### config.mk
export PLATFORM = sky130hd
export DESIGN_NAME = cap_sense_ctrl
export DESIGN_NICKNAME = d
export VERILOG_FILES = /design/src/core/cap_sense_pkg.sv /design/src/core/sense_cfg_if.sv /design/src/core/cap_sense_ctrl.sv /design/src/core/channel_mux.sv /design/src/core/wake_ctrl.sv
export SDC_FILE = /design/constraint.sdc
export NUM_CORES = 1
export LEC_CHECK = 0
export CORE_ASPECT_RATIO = 0.75
export CORE_MARGIN = 8
export CORE_UTILIZATION = 25
export CTS_CLUSTER_DIAMETER = 100
export CTS_CLUSTER_SIZE = 28
export DETAILED_ROUTE_END_ITERATION = 10
export DONT_BUFFER_PORTS = 1
export HOLD_SLACK_MARGIN = 0.15
export PLACE_DENSITY = 0.45
export SYNTH_ARGS = -nofsm -noshare
export SYNTH_HDL_FRONTEND = slang
export SYNTH_SLANG_ARGS = --single-unit
### constraint.sdc
create_clock -name clk_i -period 2 [get_ports clk_i]
set_clock_uncertainty 0.05 [all_clocks]
set_input_delay 0.4 -clock clk_i [delete_from_list [all_inputs] [get_ports clk_i]]
set_output_delay 0.4 -clock clk_i [all_outputs]
set_load 0.005 [all_outputs]
### src/core/cap_sense_pkg.sv
package cap_sense_pkg;

	localparam int unsigned NUM_CHANNELS = 14;

	// Register addresses on the plain register port.
	localparam logic [7:0] ADDR_CHANNEL_SELECT = 8'hab;
	localparam logic [7:0] ADDR_MODE           = 8'hac;
	localparam logic [7:0] ADDR_MODE_1         = 8'had;
	localparam logic [7:0] ADDR_SCAN_LO        = 8'hae;
	localparam logic [7:0] ADDR_SCAN_HI        = 8'haf;
	localparam logic [7:0] ADDR_IRQ_STATUS     = 8'hb0;
	localparam logic [7:0] ADDR_IRQ_MASK       = 8'hb1;
	localparam logic [7:0] ADDR_LIVE_STATE     = 8'hb2;

	// Values after reset.
	localparam logic [3:0] RST_CHANNEL_SELECT = 4'h0;
	localparam logic [7:0] RST_MODE           = 8'h70;
	localparam logic [7:0] RST_MODE_1         = 8'h00;
	localparam logic [7:0] RST_SCAN_LO        = 8'h00;
	localparam logic [5:0] RST_SCAN_HI        = 6'h00;
	localparam logic [3:0] RST_IRQ_STATUS     = 4'h0;
	localparam logic [3:0] RST_IRQ_MASK       = 4'h0;

	// Field positions in the mode register.
	localparam int unsigned MODE_ENABLE_BIT = 7;
	localparam int unsigned MODE_GAIN_LSB   = 4;
	localparam int unsigned MODE_CONV_LSB   = 0;

	// Field positions in the second mode register.
	localparam int unsigned MODE1_WBS_BIT     = 0;
	localparam int unsigned MODE1_SMEN_BIT    = 1;
	localparam int unsigned MODE1_MCEN_BIT    = 2;
	localparam int unsigned MODE1_ACC_EN_BIT  = 3;
	localparam int unsigned MODE1_ACC_LOG_LSB = 4;

	// Interrupt status and mask bit positions.
	localparam int unsigned IRQ_CONV_DONE = 0;
	localparam int unsigned IRQ_END_SCAN  = 1;
	localparam int unsigned IRQ_TOUCH     = 2;
	localparam int unsigned IRQ_WAKE      = 3;

	// Channel codes.
	localparam logic [3:0] CODE_PORT1_PIN4 = 4'hc;
	localparam logic [3:0] CODE_LAST_VALID = 4'hd;

	// Conversion mode codes that may wake the device.
	localparam logic [2:0] CONV_WAKE_END_SCAN = 3'h5;
	localparam logic [2:0] CONV_WAKE_EACH_A   = 3'h6;
	localparam logic [2:0] CONV_WAKE_EACH_B   = 3'h7;

endpackage : cap_sense_pkg

### src/core/sense_cfg_if.sv
`timescale 1ns/1ns
interface sense_cfg_if;
	logic [3:0]  channel_code;
	logic [13:0] scan_mask;
	logic        multi_channel_enable;
	logic [2:0]  conversion_mode_field;
	logic        suspend_wake_enable;
	logic        wake_behaviour_select;
	logic        acc_enable;
	logic [2:0]  acc_log;
	logic        conv_done;
	logic        end_of_scan;
	logic        comp_over;
	logic        suspended;
	logic [13:0] channel_connect;
	logic        touch_evt;
	logic        sample_evt;
	logic        wake_evt;
	logic [5:0]  acc_count;

	modport top (
		output channel_code, scan_mask, multi_channel_enable, conversion_mode_field,
		output suspend_wake_enable, wake_behaviour_select, acc_enable, acc_log,
		output conv_done, end_of_scan, comp_over, suspended,
		input  channel_connect, touch_evt, sample_evt, wake_evt, acc_count
	);
	modport mux (
		input  channel_code, scan_mask, multi_channel_enable,
		output channel_connect
	);
	modport wake (
		input  conversion_mode_field, suspend_wake_enable, wake_behaviour_select,
		input  acc_enable, acc_log, conv_done, end_of_scan, comp_over, suspended,
		output touch_evt, sample_evt, wake_evt, acc_count
	);
endinterface : sense_cfg_if

### src/core/cap_sense_ctrl.sv
`timescale 1ns/1ns
module cap_sense_ctrl #(
	parameter bit HAS_PORT1_PIN4 = 1'b1
) (
	input  wire logic        clk_i,
	input  wire logic        srst_i,
	input  wire logic [7:0]  addr_i,
	input  wire logic [7:0]  wdata_i,
	input  wire logic        wr_i,
	input  wire logic        rd_i,
	output logic      [7:0]  rdata_o,
	input  wire logic        conv_done_i,
	input  wire logic        end_of_scan_i,
	input  wire logic        comp_over_i,
	input  wire logic        suspended_i,
	output logic      [13:0] channel_connect_o,
	output logic      [2:0]  gain_select_o,
	output logic             converter_enable_o,
	output logic             wake_o,
	output logic             irq_o
);
	sense_cfg_if cfg ();

	logic [3:0]  channel_select_ff;
	logic [7:0]  mode_ff;
	logic [7:0]  mode_1_ff;
	logic [7:0]  scan_lo_ff;
	logic [5:0]  scan_hi_ff;
	logic [3:0]  irq_status_ff;
	logic [3:0]  irq_mask_ff;
	logic [7:0]  rdata_ff;
	logic [13:0] connect_ff;
	logic [2:0]  gain_ff;
	logic        enable_ff;
	logic        wake_ff;
	logic        irq_ff;

	logic wr_chan;
	logic wr_mode;
	logic wr_mode_1;
	logic wr_scan_lo;
	logic wr_scan_hi;
	logic wr_status;
	logic wr_mask;

	// Each strobe decodes to at most one register, so no write can load two registers.
	assign wr_chan    = wr_i && addr_i == cap_sense_pkg::ADDR_CHANNEL_SELECT;
	assign wr_mode    = wr_i && addr_i == cap_sense_pkg::ADDR_MODE;
	assign wr_mode_1  = wr_i && addr_i == cap_sense_pkg::ADDR_MODE_1;
	assign wr_scan_lo = wr_i && addr_i == cap_sense_pkg::ADDR_SCAN_LO;
	assign wr_scan_hi = wr_i && addr_i == cap_sense_pkg::ADDR_SCAN_HI;
	assign wr_status  = wr_i && addr_i == cap_sense_pkg::ADDR_IRQ_STATUS;
	assign wr_mask    = wr_i && addr_i == cap_sense_pkg::ADDR_IRQ_MASK;

	// Only the low nibble is stored, so the upper bits cannot read back anything but zero.
	always_ff @(posedge clk_i)
	begin
		if (srst_i)
		begin
			channel_select_ff <= cap_sense_pkg::RST_CHANNEL_SELECT;
		end
		else if (wr_chan)
		begin
			channel_select_ff <= wdata_i[3:0];
		end
	end

	always_ff @(posedge clk_i)
	begin
		if (srst_i)
		begin
			mode_ff <= cap_sense_pkg::RST_MODE;
		end
		// Bit 3 is reserved and is always stored as zero.
		else if (wr_mode)
		begin
			mode_ff <= {wdata_i[7:4], 1'b0, wdata_i[2:0]};
		end
	end

	always_ff @(posedge clk_i)
	begin
		if (srst_i)
		begin
			mode_1_ff <= cap_sense_pkg::RST_MODE_1;
		end
		// Bit 7 is reserved and is always stored as zero.
		else if (wr_mode_1)
		begin
			mode_1_ff <= {1'b0, wdata_i[6:0]};
		end
	end

	// The two halves of the scan mask load independently; bit n always stands for channel n.
	always_ff @(posedge clk_i)
	begin
		if (srst_i)
		begin
			scan_lo_ff <= cap_sense_pkg::RST_SCAN_LO;
		end
		else if (wr_scan_lo)
		begin
			scan_lo_ff <= wdata_i;
		end
	end

	always_ff @(posedge clk_i)
	begin
		if (srst_i)
		begin
			scan_hi_ff <= cap_sense_pkg::RST_SCAN_HI;
		end
		else if (wr_scan_hi)
		begin
			scan_hi_ff <= wdata_i[5:0];
		end
	end

	logic [2:0] acc_log;

	// Sets larger than 64 samples are clamped to 64 to fit the counter.
	assign acc_log = (mode_1_ff[cap_sense_pkg::MODE1_ACC_LOG_LSB +: 3] > 3'h6)
		? 3'h6
		: mode_1_ff[cap_sense_pkg::MODE1_ACC_LOG_LSB +: 3];

	assign cfg.channel_code          = channel_select_ff;
	assign cfg.scan_mask             = {scan_hi_ff, scan_lo_ff};
	assign cfg.multi_channel_enable  = mode_1_ff[cap_sense_pkg::MODE1_MCEN_BIT];
	assign cfg.conversion_mode_field = mode_ff[cap_sense_pkg::MODE_CONV_LSB +: 3];
	assign cfg.suspend_wake_enable   = mode_1_ff[cap_sense_pkg::MODE1_SMEN_BIT];
	assign cfg.wake_behaviour_select = mode_1_ff[cap_sense_pkg::MODE1_WBS_BIT];
	assign cfg.acc_enable            = mode_1_ff[cap_sense_pkg::MODE1_ACC_EN_BIT];
	assign cfg.acc_log               = acc_log;
	// Converter events are ignored while software holds the converter off.
	assign cfg.conv_done             = conv_done_i && enable_ff;
	assign cfg.end_of_scan           = end_of_scan_i && enable_ff;
	assign cfg.comp_over             = comp_over_i;
	assign cfg.suspended             = suspended_i;

	channel_mux #(
		.HAS_PORT1_PIN4 (HAS_PORT1_PIN4)
	) u_mux (
		.cfg (cfg.mux)
	);

	wake_ctrl u_wake (
		.clk_i  (clk_i),
		.srst_i (srst_i),
		.cfg    (cfg.wake)
	);

	// Registering the connect vector gives the switches one clean change per code write.
	always_ff @(posedge clk_i)
	begin
		if (srst_i)
		begin
			connect_ff <= 14'h0000;
		end
		else
		begin
			connect_ff <= cfg.channel_connect;
		end
	end

	// Code n gives a gain of n+1, so the reset code 111 is 8x.
	always_ff @(posedge clk_i)
	begin
		if (srst_i)
		begin
			gain_ff <= cap_sense_pkg::RST_MODE[cap_sense_pkg::MODE_GAIN_LSB +: 3];
		end
		else
		begin
			gain_ff <= mode_ff[cap_sense_pkg::MODE_GAIN_LSB +: 3];
		end
	end

	// Software owns converter power; the block never switches the converter on by itself.
	always_ff @(posedge clk_i)
	begin
		if (srst_i)
		begin
			enable_ff <= cap_sense_pkg::RST_MODE[cap_sense_pkg::MODE_ENABLE_BIT];
		end
		else
		begin
			enable_ff <= mode_ff[cap_sense_pkg::MODE_ENABLE_BIT];
		end
	end

	// Wake is a one-cycle pulse; a power controller that needs a level must latch it.
	always_ff @(posedge clk_i)
	begin
		if (srst_i)
		begin
			wake_ff <= 1'b0;
		end
		else
		begin
			wake_ff <= cfg.wake_evt;
		end
	end

	logic [3:0] irq_events;

	assign irq_events[cap_sense_pkg::IRQ_CONV_DONE] = cfg.sample_evt;
	assign irq_events[cap_sense_pkg::IRQ_END_SCAN]  = cfg.end_of_scan;
	assign irq_events[cap_sense_pkg::IRQ_TOUCH]     = cfg.touch_evt;
	assign irq_events[cap_sense_pkg::IRQ_WAKE]      = cfg.wake_evt;

	// A new event in the same cycle as a write-one-to-clear keeps its bit set.
	always_ff @(posedge clk_i)
	begin
		if (srst_i)
		begin
			irq_status_ff <= cap_sense_pkg::RST_IRQ_STATUS;
		end
		else
		begin
			irq_status_ff <= (irq_status_ff & ~(wr_status ? wdata_i[3:0] : 4'h0)) | irq_events;
		end
	end

	always_ff @(posedge clk_i)
	begin
		if (srst_i)
		begin
			irq_mask_ff <= cap_sense_pkg::RST_IRQ_MASK;
		end
		else if (wr_mask)
		begin
			irq_mask_ff <= wdata_i[3:0];
		end
	end

	// The line follows the status bits by one cycle so that it comes straight from a flop.
	always_ff @(posedge clk_i)
	begin
		if (srst_i)
		begin
			irq_ff <= 1'b0;
		end
		else
		begin
			irq_ff <= |(irq_status_ff & irq_mask_ff);
		end
	end

	logic [7:0] nxt_rdata;

	// Unmapped addresses and reserved bits read as zero.
	always_comb
	begin
		nxt_rdata = 8'h00;
		case (addr_i)
			cap_sense_pkg::ADDR_CHANNEL_SELECT: nxt_rdata = {4'h0, channel_select_ff};
			cap_sense_pkg::ADDR_MODE:           nxt_rdata = mode_ff;
			cap_sense_pkg::ADDR_MODE_1:         nxt_rdata = mode_1_ff;
			cap_sense_pkg::ADDR_SCAN_LO:        nxt_rdata = scan_lo_ff;
			cap_sense_pkg::ADDR_SCAN_HI:        nxt_rdata = {2'h0, scan_hi_ff};
			cap_sense_pkg::ADDR_IRQ_STATUS:     nxt_rdata = {4'h0, irq_status_ff};
			cap_sense_pkg::ADDR_IRQ_MASK:       nxt_rdata = {4'h0, irq_mask_ff};
			cap_sense_pkg::ADDR_LIVE_STATE:     nxt_rdata = {suspended_i, enable_ff, cfg.acc_count};
			default:                            nxt_rdata = 8'h00;
		endcase
	end

	// Read data stand for the one cycle after the strobe and are zero otherwise.
	always_ff @(posedge clk_i)
	begin
		if (srst_i)
		begin
			rdata_ff <= 8'h00;
		end
		else if (rd_i)
		begin
			rdata_ff <= nxt_rdata;
		end
		else
		begin
			rdata_ff <= 8'h00;
		end
	end

	assign rdata_o            = rdata_ff;
	assign channel_connect_o  = connect_ff;
	assign gain_select_o      = gain_ff;
	assign converter_enable_o = enable_ff;
	assign wake_o             = wake_ff;
	assign irq_o              = irq_ff;
endmodule : cap_sense_ctrl

### src/core/channel_mux.sv
`timescale 1ns/1ns
module channel_mux #(
	parameter bit HAS_PORT1_PIN4 = 1'b1
) (
	sense_cfg_if.mux cfg
);
	logic [13:0] single;

	// Codes 1110 and 1111 decode to no channel, so a stray write leaves the input open.
	always_comb
	begin
		single = 14'h0000;
		if (cfg.channel_code <= cap_sense_pkg::CODE_LAST_VALID)
		begin
			single[cfg.channel_code] = 1'b1;
		end
		if (!HAS_PORT1_PIN4 && cfg.channel_code == cap_sense_pkg::CODE_PORT1_PIN4)
		begin
			single = 14'h0000;
		end
	end

	logic [13:0] usable;

	generate
		for (genvar i = 0; i < 14; i++)
		begin : g_pin
			if (i == 12)
			begin : g_p14
				assign usable[i] = HAS_PORT1_PIN4;
			end
			else
			begin : g_other
				assign usable[i] = 1'b1;
			end
		end
	endgenerate

	assign cfg.channel_connect = cfg.multi_channel_enable
		? (cfg.scan_mask & usable)
		: single;
endmodule : channel_mux

### src/core/wake_ctrl.sv
`timescale 1ns/1ns
module wake_ctrl (
	input  wire logic clk_i,
	input  wire logic srst_i,
	sense_cfg_if.wake cfg
);
	logic [5:0] acc_count_ff;
	logic [5:0] acc_last;
	logic       set_done;

	assign acc_last = 6'((7'h01 << cfg.acc_log) - 7'h01);
	// A conversion only completes a set once every accumulated sample is in.
	assign set_done = cfg.conv_done && (!cfg.acc_enable || acc_count_ff == acc_last);

	always_ff @(posedge clk_i)
	begin
		if (srst_i)
		begin
			acc_count_ff <= 6'h00;
		end
		else if (!cfg.acc_enable || set_done)
		begin
			acc_count_ff <= 6'h00;
		end
		else if (cfg.conv_done)
		begin
			acc_count_ff <= acc_count_ff + 6'h01;
		end
	end

	logic eos_wake;
	logic each_wake;

	assign cfg.acc_count  = acc_count_ff;
	assign cfg.sample_evt = set_done;
	// The select bit flips which side of the threshold counts as a touch.
	assign cfg.touch_evt  = set_done && (cfg.comp_over ^ cfg.wake_behaviour_select);
	assign eos_wake  = cfg.suspend_wake_enable && cfg.end_of_scan
		&& cfg.conversion_mode_field == cap_sense_pkg::CONV_WAKE_END_SCAN
		&& (!cfg.acc_enable || acc_count_ff == 6'h00);
	assign each_wake = cfg.suspend_wake_enable && set_done
		&& (cfg.conversion_mode_field == cap_sense_pkg::CONV_WAKE_EACH_A
		|| cfg.conversion_mode_field == cap_sense_pkg::CONV_WAKE_EACH_B);
	// Other mode codes leave only the touch path able to wake.
	assign cfg.wake_evt = cfg.suspended && (cfg.touch_evt || eos_wake || each_wake);
endmodule : wake_ctrl

==> out/metrics.csv <==
stage;metric;value;unit
place;routabilityCongestion;0.778;
min_path;hold_start;wdata_i[1];
yosys;yosys_warnings;0;
yosys;syn_inst;398;
power;vdd_drop_max;0.497;mV
cts;cts_tree;built;
yosys;synth-xor-area-share;1.78;%
die;die_y;118;µm
route;wl_per_cell;18.5;µm
cts;cts_setup_buffers;0;
timing;tightest_slew;0.406;ns
yosys;avgSynthCellArea;8.67;µm²
yosys;synthMuxAreaShare;12.1;%
yosys;synth-main-ff-cell;dfxtp_1;
die;io_pins;52;
global_route;antenna_found_initial;0;
place;port_buffers;0;
timing;period_minus_slack;1.83;ns
yosys;synth.area.top_cells;dfxtp_1, mux2i_1, nor2_1;
die;dieWidth;152;µm
final_layout;num_antenna_cells;0;
route;vias;2828;
timing;rsz0062_at_grt;false;
yosys;synth-simple-area-share;25.8;%
worst_setup_path;critPathKind;in -> reg;
cts;clk_pin_slew_worst_paths;0.06;ns
yosys;netlist_area;3450;µm²
power;p_per_area;842;nW/µm²
yosys;synth_seq_cells;74;
yosys;synth_fa_ha_area_share;0.725;%
global_route;grt_pass1_vias;2810;
outcome;status;finished clean;
worst_setup_path;crit_path_start;addr_i[6];
yosys;synth_enable_flop_cells;0;
cts;clockBufferDepth;2;
final_layout;regArea;1480;µm²
die;start_util;25.4;%
global_route;grt_start_max_net_pins;58;
yosys;syn_nets;424;
die;rows;37;
timing;slew_headroom;72.8;%
cts;cts_root_buf;clkbuf_16;
yosys;ys_types;53;
place;dp_cells;550;
cts;clock_sinks;74;
worst_setup_path;worstSetupStartpointType;input pin;
route;firstDrtPassIters;5;
run;max_cap_violations;0;
global_route;overflow;0;
route;drt_iter0_drc;180;
worst_setup_path;worstReg2RegStart;u_wake.cfg.acc_count[2]$_SDFFE_PP0P_;
cts;clk_latency;0.34;ns
yosys;synth_common_cells;dfxtp_1, nor2_1, mux2i_1, a21oi_1, nand2_1;
die;coreArea;13600;µm²
yosys;synth_top_family_by_area;simple AND/OR/NAND/NOR gates;
yosys;synth_top_area_share;42.9;%
final_layout;area_delta_synth_final;17.3;%
route;via_per_inst;4.94;
yosys;yosysSeqAreaShare;42.9;%
cts;htreeDepth;3;
timing;whs;0.164;ns
yosys;synth-compound-area-share;11.4;%
power;total_power;0.00341;W
timing;finalHoldViolations;0;
final_layout;multi_input_area;1810;µm²
min_path;hp-class;in -> reg;
global_route;grt_pass1_wl;16500;µm
worst_setup_path;crit_arrival;2.01;ns
route;ant_nets;0;
worst_setup_path;required;2.18;ns
power;p_leak;1.36;nW
final_layout;final_cells;573;
timing;final-setup-viol-count;0;
timing;setup-tns-final;0;ns
place;dpl.hpwl;7440;µm
final_layout;layout-drive-gt1-share;11.6;%
global_route;grt_use_total;12.0;%
timing;slew_violations;0;
route;drc;0;
yosys;yosysTopAreaCell;dfxtp_1;
cts;cts_made_buffers;9;
timing;fmax;547;MHz
final_layout;nets;419;
final_layout;nFillCells;1450;
route;routed_wl;10600;µm
worst_setup_path;cp_max_fo;18;
yosys;synthArstFlopShare;0;%
die;die_area;17900;µm²
timing;post-route-period-util;91.4;%
yosys;yosysMostFrequentCell;dfxtp_1;
worst_setup_path;cp-end-kind;flop;
==> per-layer routing <==
layer  global-route usage [%]  part of all wire [%]  wire length (µm)
met1                     16.3                    48              5140
met2                     16.9                    42              4420
met3                     5.07                   8.9               943
met4                     2.93                  0.93                99
met5                        0                     0                 0
==> cells by family after synthesis <==
logic type,Yosys count
adder cells (fa/ha/maj),2
XOR/XNOR,7
AO/OA/AOI/OAI,63
flip-flops,74
buffers and inverters,40
multiplexers,40
AND/OR/NAND/NOR,172
==> sequential cells by signal, indices dropped and copies added (netlist names), 4 cells and up <==
signal,cells
mode_1_ff,7
u_wake.cfg.acc_count,6
mode_ff,7
rdata_o,8
scan_hi_ff,6
channel_connect_o,14
irq_status_ff,4
cfg.channel_code,4
irq_mask_ff,4
scan_lo_ff,8
==> report_power, final <==
part | switching [W] | leakage [nW] | internal, W
Combinational | 0.0000482 | 0.601 | 0.0000414
Sequential | 0.00000195 | 0.597 | 0.00148
Clock | 0.000628 | 0.166 | 0.00121
Total | 0.000678 | 1.36 | 0.00273
==> worst paths after layout <==
check,to,slack [ns],depth (start not counted)
worst max-delay path,mode_ff[7]$_SDFFE_PP0P_,0.17,7
worst min-delay path,mode_ff[1]$_SDFFE_PP0P_,0.16,2
worst max register to register,irq_status_ff[2]$_SDFF_PP0_,0.26,5
worst min register to register,mode_ff[0]$_SDFFE_PP0P_,0.44,2
==> layout by cell type, fill, tap and decap left out, types with 7 or more instances in the layout <==
cell and n:
dfxtp_1 73, nor2_1 61, mux2i_1 34, a21oi_1 31, nand2_1 25, nand3_1 23, nor3_1 13, buf_4 10
o21ai_0 9, clkbuf_16 9, nor2b_1 7, nand3b_1 7
==> timing repair <==
item / CTS / global route
hold endpoints to repair: 58 / 0
hold buffers: 7 / 0
setup endpoints to repair: 0 / 9
resized for setup: 0 / 3
==> metrics by stage <==
stage / instance area, µm² / setup WS (ns) / utilization, %
2_1_floorplan: 3450 / 0.204 / -
5_1_grt: 4050 / 0.0235 / 29.7
3_3_place_gp: 3620 / 0.222 / 26.6
3_5_place_dp: 3620 / 0.143 / 26.6
6_report: 4050 / 0.173 / 29.7
4_1_cts: 4040 / 0.0861 / 29.7
==> worst max-delay path, stage by stage <==
cell and delay, ns:
nand3b_4 0.17, nor4_4 0.24, buf_4 0.31, nand2_2 0.17, nand2_1 0.10, a21oi_1 0.06
dlygate4sd3_1 0.55
==> cell type report <==
class                      instances  area share (%)
inverter                           6           0.556
timing repair buffer              18            4.51
clock inverter                     6            2.60
clock buffer                      10            5.66
sequential                        74            36.6
tap                              175            5.41
multi-input combinational        284            44.7
(Power assumes the default switching activity.)
